**config.mk**
```make
export PLATFORM = sky130hd
export DESIGN_NAME = cbaac_top
export DESIGN_NICKNAME = d
export VERILOG_FILES = /design/src/rtl/cbaac_pkg.sv /design/src/rtl/cbaac_top.sv
export SDC_FILE = /design/constraint.sdc
export NUM_CORES = 1
export LEC_CHECK = 0
export BUFFER_PORTS_ARGS = -buffer_cell sky130_fd_sc_hd__buf_4
export CORE_ASPECT_RATIO = 2
export CORE_MARGIN = 2
export CORE_UTILIZATION = 50
export CTS_CLUSTER_DIAMETER = 200
export DETAILED_ROUTE_END_ITERATION = 7
export GPL_TIMING_DRIVEN = 0
export PLACE_DENSITY_LB_ADDON = 0.15
export SLEW_MARGIN = 20
export SYNTH_ARGS = -nofsm -noshare
export SYNTH_HDL_FRONTEND = slang
export SYNTH_SLANG_ARGS = --single-unit
```
**constraint.sdc**
```tcl
create_clock -name mclk -period 4 [get_ports mclk]
set_input_delay 0.4 -clock mclk [delete_from_list [all_inputs] [get_ports mclk]]
set_output_delay 0.4 -clock mclk [all_outputs]
set_load 0.02 [all_outputs]
```
**src/rtl/cbaac_pkg.sv**
```systemverilog
/*
 * Constants, register map and field positions for the cell, stack and
 * auxiliary acquisition configuration block.
 * Assumes a 32-bit APB master and a same-clock conversion engine.
 */
package cbaac_pkg;
    localparam int N_CELL = 14;
    localparam int N_AUX = 6;
    localparam int N_CHAN = N_CELL + 1 + N_AUX;
    localparam int STACK_IDX = N_CELL;
    localparam int CODE_W = 12;
    localparam int RES_W = 14;
    localparam int OVS_COUNT = 4;

    localparam logic [7:0] ADDR_MEAS_A = 8'h00;
    localparam logic [7:0] ADDR_MEAS_B = 8'h04;
    localparam logic [7:0] ADDR_SCAN = 8'h08;
    localparam logic [7:0] ADDR_POLARITY = 8'h0C;
    localparam logic [7:0] ADDR_AUX_REF = 8'h10;
    localparam logic [7:0] ADDR_AUX_PORT = 8'h14;
    localparam logic [7:0] ADDR_ACQ_CFG = 8'h18;
    localparam logic [7:0] ADDR_PACK = 8'h1C;
    localparam logic [7:0] ADDR_STATUS = 8'h20;
    localparam logic [7:0] ADDR_RESULT0 = 8'h40;
    localparam logic [7:0] ADDR_RESULT_LAST = 8'h90;

    localparam int MEAS_A_STACK_BIT = 14;
    localparam int SCAN_START_BIT = 0;
    localparam int SCAN_PATH_BIT = 1;
    localparam int SCAN_BUSY_BIT = 2;
    localparam int PACK_FLEX_BIT = 4;
    localparam int PACK_BLOCK_LSB = 8;
    localparam int STATUS_ALERT_BIT = 0;
    localparam int STATUS_RST_FLAG_BIT = 1;

    localparam logic [1:0] BIAS_MODE_OFF = 2'h2;
    localparam logic [1:0] BIAS_MODE_ON = 2'h3;
    localparam logic [3:0] TOP_CELL_OFF = 4'h0;
    localparam logic [3:0] TOP_CELL_MAX_BAD = 4'h7;
    localparam logic [3:0] TOP_POS_DEFAULT = 4'hF;
    localparam logic [1:0] BIAS_MODE_RESET = 2'h0;
endpackage : cbaac_pkg

```
**src/rtl/cbaac_top.sv**
```systemverilog
/*
 * APB register file, acquisition sequencer, result packing and pin
 * control for cell, stack and auxiliary measurements.
 * Assumes a conversion engine on mclk that answers each start with one
 * done pulse, and an asynchronous supply mux fault pin.
 */
`timescale 1ns/10ps
module cbaac_top
    import cbaac_pkg::*;
#(
    parameter int OVS = OVS_COUNT
) (
    // Clock and reset.
    input wire logic mclk,
    input wire logic resetn,
    // APB slave.
    input wire logic psel,
    input wire logic penable,
    input wire logic pwrite,
    input wire logic [7:0] paddr,
    input wire logic [31:0] pwdata,
    output logic [31:0] prdata,
    output logic pready,
    output logic pslverr,
    // Conversion engine.
    output logic conv_start,
    output logic [4:0] conv_channel,
    output logic conv_alt_path,
    output logic conv_bipolar,
    output logic conv_ratiometric,
    input wire logic conv_done,
    input wire logic [CODE_W-1:0] conv_code,
    // Analog switch and pin control.
    output logic stack_divider_close,
    output logic bias_output_pin_en,
    output logic [N_AUX-1:0] aux_io_mode,
    output logic [3:0] supply_input_mux_sel,
    output logic supply_input_mux_en,
    output logic [3:0] top_block_sel,
    output logic acq_busy,
    // Supply mux fault.
    input wire logic supply_mux_fault_raw,
    output logic supply_mux_fault_alert
);
    typedef enum logic [1:0] {S_IDLE, S_SEEK, S_REQ, S_WAIT} cbaac_state_e;

    logic [N_CELL-1:0] cell_channel_enable_q;
    logic stack_voltage_enable_q;
    logic [N_AUX-1:0] aux_measure_enable_q;
    logic input_path_select_q;
    logic [N_CELL-1:0] polarity_q;
    logic [N_AUX-1:0] aux_reference_select_q;
    logic [N_AUX-1:0] port_io_override_q;
    logic [1:0] bias_output_mode_q;
    logic [3:0] top_cell_select_q;
    logic flex_pack_enable_q;
    logic [3:0] top_block_select_q;
    logic alert_reset_flag_q;
    logic fault_meta_q;
    logic fault_sync_q;
    logic alert_q;
    logic [RES_W-1:0] result_q [0:N_CHAN-1];
    cbaac_state_e state_q;
    logic [4:0] chan_q;
    logic [2:0] ovs_cnt_q;
    logic [RES_W-1:0] acc_q;
    logic [31:0] prdata_q;
    logic pslverr_q;
    logic conv_alt_q;
    logic conv_bipolar_q;
    logic conv_ratio_q;

    wire setup = psel && !penable;
    wire wr_en = psel && penable && pwrite;
    wire [7:0] res_off = paddr - ADDR_RESULT0;
    wire [4:0] res_idx = res_off[6:2];
    wire is_result = paddr >= ADDR_RESULT0 && paddr <= ADDR_RESULT_LAST && paddr[1:0] == 2'h0;
    wire [N_AUX-1:0] aux_active = aux_measure_enable_q & ~port_io_override_q;
    wire [N_CHAN-1:0] chan_en = {aux_active, stack_voltage_enable_q, cell_channel_enable_q};
    wire [N_CHAN-1:0] chan_alt;
    wire [N_CHAN-1:0] chan_bipolar;
    wire [N_CHAN-1:0] chan_ratio;
    wire last_chan = chan_q == 5'(N_CHAN - 1);
    wire scan_go = wr_en && paddr == ADDR_SCAN && pwdata[SCAN_START_BIT] && state_q == S_IDLE;
    wire [RES_W-1:0] code_ext = conv_bipolar ? {{(RES_W-CODE_W){conv_code[CODE_W-1]}}, conv_code}
                                              : {{(RES_W-CODE_W){1'b0}}, conv_code};
    wire [RES_W-1:0] acc_next = acc_q + code_ext;
    wire last_ovs = ovs_cnt_q == 3'(OVS - 1);
    wire top_cell_bad = top_cell_select_q <= TOP_CELL_MAX_BAD || top_cell_select_q == TOP_POS_DEFAULT;
    wire top_block_bad = top_block_select_q <= TOP_CELL_MAX_BAD;

    // Register reads are captured in the setup phase and answered at once.
    logic [31:0] rd_mux;
    logic rd_bad;
    always_comb begin
        rd_mux = 32'h0;
        rd_bad = 1'b0;
        if (is_result) begin
            rd_mux = {16'h0, result_q[res_idx], 2'h0};
        end else begin
            unique case (paddr)
                ADDR_MEAS_A: rd_mux = {17'h0, stack_voltage_enable_q, cell_channel_enable_q};
                ADDR_MEAS_B: rd_mux = {26'h0, aux_measure_enable_q};
                ADDR_SCAN: rd_mux = {29'h0, acq_busy, input_path_select_q, 1'b0};
                ADDR_POLARITY: rd_mux = {18'h0, polarity_q};
                ADDR_AUX_REF: rd_mux = {26'h0, aux_reference_select_q};
                ADDR_AUX_PORT: rd_mux = {26'h0, port_io_override_q};
                ADDR_ACQ_CFG: rd_mux = {30'h0, bias_output_mode_q};
                ADDR_PACK: rd_mux = {20'h0, top_block_select_q, 3'h0, flex_pack_enable_q,
                                     top_cell_select_q};
                ADDR_STATUS: rd_mux = {30'h0, alert_reset_flag_q, alert_q};
                default: rd_bad = 1'b1;
            endcase
        end
    end

    always_ff @(posedge mclk or negedge resetn) begin
        if (!resetn) begin
            prdata_q <= 32'h0;
            pslverr_q <= 1'b0;
        end else if (setup) begin
            prdata_q <= pwrite ? 32'h0 : rd_mux;
            pslverr_q <= rd_bad;
        end
    end

    assign prdata = prdata_q;
    assign pready = psel && penable;
    assign pslverr = psel && penable && pslverr_q;

    // Configuration registers.
    always_ff @(posedge mclk or negedge resetn) begin
        if (!resetn) begin
            cell_channel_enable_q <= '0;
            stack_voltage_enable_q <= 1'b0;
            aux_measure_enable_q <= '0;
            input_path_select_q <= 1'b0;
            polarity_q <= '0;
            aux_reference_select_q <= '0;
            port_io_override_q <= '0;
            bias_output_mode_q <= BIAS_MODE_RESET;
            top_cell_select_q <= TOP_CELL_OFF;
            flex_pack_enable_q <= 1'b1;
            top_block_select_q <= TOP_POS_DEFAULT;
        end else if (wr_en) begin
            unique case (paddr)
                ADDR_MEAS_A: begin
                    cell_channel_enable_q <= pwdata[N_CELL-1:0];
                    stack_voltage_enable_q <= pwdata[MEAS_A_STACK_BIT];
                end
                ADDR_MEAS_B: aux_measure_enable_q <= pwdata[N_AUX-1:0];
                ADDR_SCAN: input_path_select_q <= pwdata[SCAN_PATH_BIT];
                ADDR_POLARITY: polarity_q <= pwdata[N_CELL-1:0];
                ADDR_AUX_REF: aux_reference_select_q <= pwdata[N_AUX-1:0];
                ADDR_AUX_PORT: port_io_override_q <= pwdata[N_AUX-1:0];
                ADDR_ACQ_CFG: bias_output_mode_q <= pwdata[1:0];
                ADDR_PACK: begin
                    top_cell_select_q <= pwdata[3:0];
                    flex_pack_enable_q <= pwdata[PACK_FLEX_BIT];
                    top_block_select_q <= pwdata[PACK_BLOCK_LSB+3:PACK_BLOCK_LSB];
                end
                default: ;
            endcase
        end
    end

    // Fault pin synchroniser, power-up alert gate and alert output.
    always_ff @(posedge mclk or negedge resetn) begin
        if (!resetn) begin
            fault_meta_q <= 1'b0;
            fault_sync_q <= 1'b0;
            alert_reset_flag_q <= 1'b1;
            alert_q <= 1'b0;
        end else begin
            fault_meta_q <= supply_mux_fault_raw;
            fault_sync_q <= fault_meta_q;
            if (wr_en && paddr == ADDR_STATUS && pwdata[STATUS_RST_FLAG_BIT]) begin
                alert_reset_flag_q <= 1'b0;
            end
            alert_q <= fault_sync_q && !alert_reset_flag_q && supply_input_mux_en;
        end
    end

    assign supply_mux_fault_alert = alert_q;

    // Acquisition sequencer: seek enabled channels, oversample, store.
    always_ff @(posedge mclk or negedge resetn) begin
        if (!resetn) begin
            state_q <= S_IDLE;
            chan_q <= 5'h0;
            ovs_cnt_q <= 3'h0;
            acc_q <= '0;
        end else begin
            unique case (state_q)
                S_IDLE: begin
                    if (scan_go) begin
                        state_q <= S_SEEK;
                        chan_q <= 5'h0;
                    end
                end
                S_SEEK: begin
                    if (chan_en[chan_q]) begin
                        state_q <= S_REQ;
                        ovs_cnt_q <= 3'h0;
                        acc_q <= '0;
                    end else if (last_chan) begin
                        state_q <= S_IDLE;
                    end else begin
                        chan_q <= chan_q + 5'h1;
                    end
                end
                S_REQ: state_q <= S_WAIT;
                S_WAIT: begin
                    if (conv_done) begin
                        acc_q <= acc_next;
                        ovs_cnt_q <= ovs_cnt_q + 3'h1;
                        if (!last_ovs) begin
                            state_q <= S_REQ;
                        end else if (last_chan) begin
                            state_q <= S_IDLE;
                        end else begin
                            state_q <= S_SEEK;
                            chan_q <= chan_q + 5'h1;
                        end
                    end
                end
            endcase
        end
    end

    // Per-channel conversion attributes and result words.
    genvar gi;
    generate
        for (gi = 0; gi < N_CHAN; gi++) begin : g_res
            if (gi < N_CELL) begin : g_cell
                assign chan_alt[gi] = input_path_select_q;
                assign chan_bipolar[gi] = polarity_q[gi];
                assign chan_ratio[gi] = 1'b0;
            end else if (gi == STACK_IDX) begin : g_stack
                assign chan_alt[gi] = 1'b0;
                assign chan_bipolar[gi] = 1'b0;
                assign chan_ratio[gi] = 1'b0;
            end else begin : g_aux
                assign chan_alt[gi] = 1'b0;
                assign chan_bipolar[gi] = 1'b0;
                assign chan_ratio[gi] = aux_reference_select_q[gi-N_CELL-1];
            end
            always_ff @(posedge mclk or negedge resetn) begin
                if (!resetn) begin
                    result_q[gi] <= '0;
                end else if (state_q == S_WAIT && conv_done && last_ovs && chan_q == 5'(gi)) begin
                    result_q[gi] <= acc_next;
                end
            end
        end
    endgenerate

    // Request flags are frozen while a channel is chosen, so a register write
    // during a conversion cannot change them before the engine answers.
    always_ff @(posedge mclk or negedge resetn) begin
        if (!resetn) begin
            conv_alt_q <= 1'b0;
            conv_bipolar_q <= 1'b0;
            conv_ratio_q <= 1'b0;
        end else if (state_q == S_SEEK) begin
            conv_alt_q <= chan_alt[chan_q];
            conv_bipolar_q <= chan_bipolar[chan_q];
            conv_ratio_q <= chan_ratio[chan_q];
        end
    end

    assign acq_busy = state_q != S_IDLE;
    assign conv_start = state_q == S_REQ;
    assign conv_channel = chan_q;
    assign conv_alt_path = conv_alt_q;
    assign conv_bipolar = conv_bipolar_q;
    assign conv_ratiometric = conv_ratio_q;
    assign stack_divider_close = acq_busy && stack_voltage_enable_q;
    assign bias_output_pin_en = bias_output_mode_q == BIAS_MODE_ON
                             || (!bias_output_mode_q[1] && acq_busy);
    assign aux_io_mode = port_io_override_q;
    assign supply_input_mux_sel = top_cell_bad ? TOP_CELL_OFF : top_cell_select_q;
    assign supply_input_mux_en = flex_pack_enable_q && !top_cell_bad;
    assign top_block_sel = top_block_bad ? TOP_POS_DEFAULT : top_block_select_q;
endmodule : cbaac_top

```
-- Yosys cells after proc, flatten, opt, wreduce, memory -nomap -nowiden
Index checks and enable logic that the tools add are counted.
- input bits: 59
- flip-flop bits (word level): 417
- logic and storage cells: 200
- output and inout port bits: 62
- $add $sub $neg: 4
- mux-type cells: 38
- bitwise gates (word level): 3
- order comparisons: 6
- reductions and logical operators: 64
- eq/ne operators: 40
- operators by type and width (operator ; number):
    $pmux W15 S9 ; 1
    $bmux W14 S5 ; 1
    $mux W14 ; 5
    $mux W32 ; 2
    $eq A5 B4 Y1 const B ; 8
    $logic_and A1 B1 Y1 ; 39
    $eq A8 B5 Y1 const B ; 4
    $pmux W14 S2 ; 1
    $eq A5 B5 Y1 const B ; 5
    $mux W5 ; 5
    $bmux W1 S5 ; 4
    $eq A5 B3 Y1 const B ; 4
    $eq A8 B4 Y1 const B ; 2
    $reduce_and A2 Y1 ; 8
    $pmux W5 S3 ; 1
    $add A14 B14 Y14 ; 1
    $eq A5 B2 Y1 const B ; 2
    $mux W2 ; 5
    $ne A2 B2 Y1 const B ; 5
    $reduce_or A9 Y1 ; 1
    $eq A8 B3 Y1 const B ; 1
    $eq A8 B6 Y1 const B ; 1
    $ge A8 B7 Y1 const B ; 1
    $le A4 B3 Y1 const B ; 2
    other kinds (29) ; 46

-- Depth between registers and ports, before layout
- depth after elaboration: 7
- mapped depth: 11
- mapped depth without buffers: 8

-- Worst setup path after synthesis
No wires, ideal clock.
- path kind: register to register
- start: register chan_q[0] (netlist: conv_channel[0])
- end: register acc_q[13]
- clock period less this slack: 2.470 ns
- library setup time: 0.078 ns
- cell stages (with the launch flop): 9
- data arrival time: 2.392 ns
- required time: 3.922 ns
- setup slack: 1.530 ns
- buffers on the path: 2
- cell sequence: dfrtp_1 > buf_6 > mux4_2 > a22o_1 > a211o_1 > and3_4 > nor3_4 > buf_6 > o2bb2ai_1
- cells in the longest elaborated chain, start to end: 4
- ends and longest elaborated chain (what ; line ; source):
    from (decl) ; cbaac_top.sv:64 ; logic [4:0] chan_q;
    from (signal assigned) ; cbaac_top.sv:209 ; chan_q <= chan_q + 5'h1;
    from (signal assigned) ; cbaac_top.sv:223 ; chan_q <= chan_q + 5'h1;
    $bmux W1 S5 ; cbaac_top.sv:202 ; if (chan_en[chan_q]) begin
    $mux W1 (not written as such) ; cbaac_top.sv:202 ;
    $ne A2 B2 Y1 (no line) ; -- ;
    $reduce_and A3 Y1 (no line) ; -- ;
    to (signal assigned) ; cbaac_top.sv:215 ; acc_q <= acc_next;
    to (decl) ; cbaac_top.sv:66 ; logic [RES_W-1:0] acc_q;
Every way passes these cells. The select of a mux whose other input is x is not followed.
A chain may end at the register's enable or synchronous reset.

-- Final worst setup path
- start: register chan_q[1] (netlist: conv_channel[1])
- end: register result_q[116] (netlist bit)
- cells in the longest elaborated chain, start to end: 2
- ends and longest elaborated chain (what ; line ; source):
    $eq A5 B4 Y1 ; cbaac_top.sv:251 ; end else if (state_q == S_WAIT && conv_done && last_ovs && chan_q == 5'(gi)) begin
    $logic_and A1 B1 Y1 ; cbaac_top.sv:251 ;
    to (signal, indexed assignment) ; cbaac_top.sv:252 ; result_q[gi] <= acc_next;
    to (decl) ; cbaac_top.sv:62 ; logic [RES_W-1:0] result_q [0:N_CHAN-1];
Every way passes these cells.

==> flow_metrics.tcl <==
set metrics [dict create \
    routedWlPerCell_microns 27.4 \
    synth_edf_count 0 \
    track_usage_pct 33.0 \
    rsz0062_at_grt "no" \
    drive_gt1_share_pct 22.3 \
    required_ns 4.39 \
    power.density_nw_per_um2 579 \
    antenna_found_initial 2 \
    cap_violations 0 \
    cts-root-buf "clkbuf_16" \
    syn-instance-count 1694 \
    synthFlopType "dfrtp_1" \
    path_clk_slew_ns 0.07 \
    fin_crit_ns 3.48 \
    yosysSeqAreaShare_pct 52.6 \
    fp.dieH_microns 280 \
    fmax_mhz 288 \
    async_flop_share_pct 100 \
    peakVddDrop_mv 0.344 \
    portBuffers 85 \
    synth_cell_type_count 69 \
    dieArea_sq_um 39900 \
    setup_viol 0 \
    area_growth_pct 13.4 \
    fin_util_pct 57.3 \
    grt_start_max_net_pins 98 \
    hold_viol 0 \
    dr.pass1.iters 5 \
    min_period_over_period_pct 86.9 \
    clock_latency_ns 0.56 \
    holdWs_ns 0.0868 \
    p_leak_nw 9.82 \
    dieWidth_microns 142 \
    finClkSkew_ns 0.0203 \
    cts_max_level 2 \
    gr-total-overflow 0 \
    drt_iter0_markers 1251 \
    gp_congestion 0.953 \
    viasPerCell 6.23 \
    core_area_sq_um 37800 \
    tns_ns 0 \
    critPathArrivalTime_ns 3.86 \
    numCtsBuffers 37 \
    dp_hpwl_microns 47600 \
    crit_path_start_kind "flop" \
    synth-seq-cells 401 \
    cts-resized-gates 0 \
    grt_pass1_wl_microns 95400 \
    cts_tree "built" \
    outcome "complete, no violations" \
    io_pins 121 \
    ys_warn_count 0 \
    initial_core_util_pct 50.5 \
    grt_pass1_vias 15200 \
    ant_nets 0 \
    placedCellCount 2261 \
    crit_path_end_kind "flop" \
    drv_slew 0 \
    final_cells 2329 \
    min_path_type "in -> reg" \
    finalWorstSetupSlack_ns 0.524 \
    layout_common_cells "dfrtp_1 (395), nand2_1 (274), o21ai_0 (238)" \
    cp_max_fo 10 \
    routed_wl_microns 63700 \
    cts.path.max_buffers 3 \
    fin_nets 1919 \
    crit_type "reg -> reg" \
    num_vias 14500 \
    post-place-ws_ns 0.198 \
    drc 0 \
    synth_area_sq_um 19100 \
    relSlewSlack_pct 20.9 \
    final_common_cell "dfrtp_1" \
    tightest_slew_ns 1.19 \
    clock-sinks 401 \
    rows 101 \
    synth_area_per_cell_sq_um 11.3 \
]
==> flip-flops by register name, indices dropped and copies added (netlist names), 2 cells and up <==
signal / count
aux_io_mode: 6
result_q: 294
top_block_select_q: 4
aux_reference_select_q: 6
aux_measure_enable_q: 6
ovs_cnt_q: 3
prdata: 16
state_q: 2
polarity_q: 14
bias_output_mode_q: 2
acc_q: 14
conv_channel: 5
top_cell_select_q: 4
cell_channel_enable_q: 14
==> synthesized netlist by cell type (5+ instances only) <==
library cell | instances | area share (%)
buf_4 | 20 | 0.79
o21ai_0 | 238 | 6.2
buf_2 | 10 | 0.26
nand2_1 | 274 | 5.4
xnor2_1 | 7 | 0.32
o31ai_1 | 5 | 0.20
clkbuf_1 | 109 | 2.1
nand3_1 | 19 | 0.50
inv_1 | 13 | 0.26
a21oi_1 | 21 | 0.55
nor2_1 | 74 | 1.5
a22oi_1 | 14 | 0.55
and3_1 | 7 | 0.23
and2_1 | 17 | 0.56
dfrtp_1 | 395 | 52
mux2i_1 | 15 | 0.79
nor3_1 | 19 | 0.50
nand2b_1 | 10 | 0.33
mux2_2 | 151 | 8.9
a31oi_1 | 7 | 0.23
a221oi_1 | 12 | 0.55
o22ai_1 | 13 | 0.43
nand4_1 | 5 | 0.16
o2bb2ai_1 | 11 | 0.50
a22o_1 | 11 | 0.50
mux4_2 | 76 | 9.0
a211oi_1 | 9 | 0.35
nor2b_1 | 14 | 0.46
xor2_1 | 6 | 0.28
ha_1 | 20 | 1.3
o21bai_1 | 5 | 0.20
dfstp_2 | 6 | 0.83
a221o_1 | 7 | 0.37
o211ai_1 | 8 | 0.31
nor4_1 | 5 | 0.16
==> layout make-up <==
class | count | area, sq um
multi-input combinational | 1148 | 8410
inverter | 15 | 56.3
buffer | 145 | 647
tap | 463 | 579
clock buffer | 56 | 1080
fill | 3255 | 16100
antenna | 1 | 2.50
timing repair buffer | 91 | 776
clock inverter | 9 | 53.8
sequential | 401 | 10000
==> where the power goes <==
part	total, mW	internal (mW)	switching [mW]
Combinational	3.97	1.22	2.75
Sequential	5.09	4.70	0.395
Clock	3.47	1.87	1.60
==> cells by family (layout without fill, tap and decap cells) <==
group | after synthesis | after routing | share of synthesized area, %
AOI/OAI and AO/OA | 392 | 392 | 12.4
xor gates and xnor gates | 13 | 13 | 0.596
adders and majority gates | 21 | 21 | 1.42
buffers and inverters | 160 | 316 | 3.68
DFF | 401 | 401 | 52.6
muxes | 242 | 242 | 18.7
other | 2 | 18 | 0.0393
and+or+nand+nor | 463 | 463 | 10.6
==> worst paths after layout <==
| kind | end | depth (start not counted) | from | slack [ns] |
|---|---|---|---|---|
| worst max-delay path | result_q[116]$_DFFE_PN0P_ | 8 | conv_channel[1]$_DFFE_PN0P_ | 0.52 |
| worst min-delay path | stack_voltage_enable_q$_DFFE_PN0P_ | 2 | pwdata[14] | 0.09 |
| worst max register to register | result_q[116]$_DFFE_PN0P_ | 8 | conv_channel[1]$_DFFE_PN0P_ | 0.52 |
| worst min register to register | fault_sync_q$_DFF_PN0_ | 0 | fault_meta_q$_DFF_PN0_ | 0.35 |
| max in group asynchronous | result_q[213]$_DFFE_PN0P_ | 5 | resetn | 2.02 |
| min in group asynchronous | conv_bipolar$_DFFE_PN0P_ | 2 | resetn | 0.35 |
==> worst max-delay path, cell delays in order, from the launching register on <==
cell and delay [ns]:
dfrtp_1 0.52, buf_2 0.29, inv_1 0.37, ha_1 0.32, nor2b_1 0.76, nand2_1 0.43
clkbuf_1 0.36, nand2_1 0.14, o21ai_0 0.10
==> what timing repair did <==
action	4_1_cts	5_1_grt
setup buffers	0	0
hold buffers	2	0
endpoints found under the hold margin	45	0
==> metal layers <==
layer,global-route usage [%],up-vias,wire (microns)
met2,57.1,567,32900
met3,4.90,278,2870
met1,33.7,7330,20800
li1,-,6341,-
met5,0,-,15
met4,30.4,2,7200
==> through the flow <==
stage / cell area, sq um / power [mW]
after CTS: 21600 / 12.6
after floorplan: 19100 / 7.38
final: 21600 / 12.5
after global routing: 21600 / 13.1
after global placement: 20400 / 8.98
after detailed placement: 20500 / 9.11
Note: power is estimated with default switching activity, not from simulation.
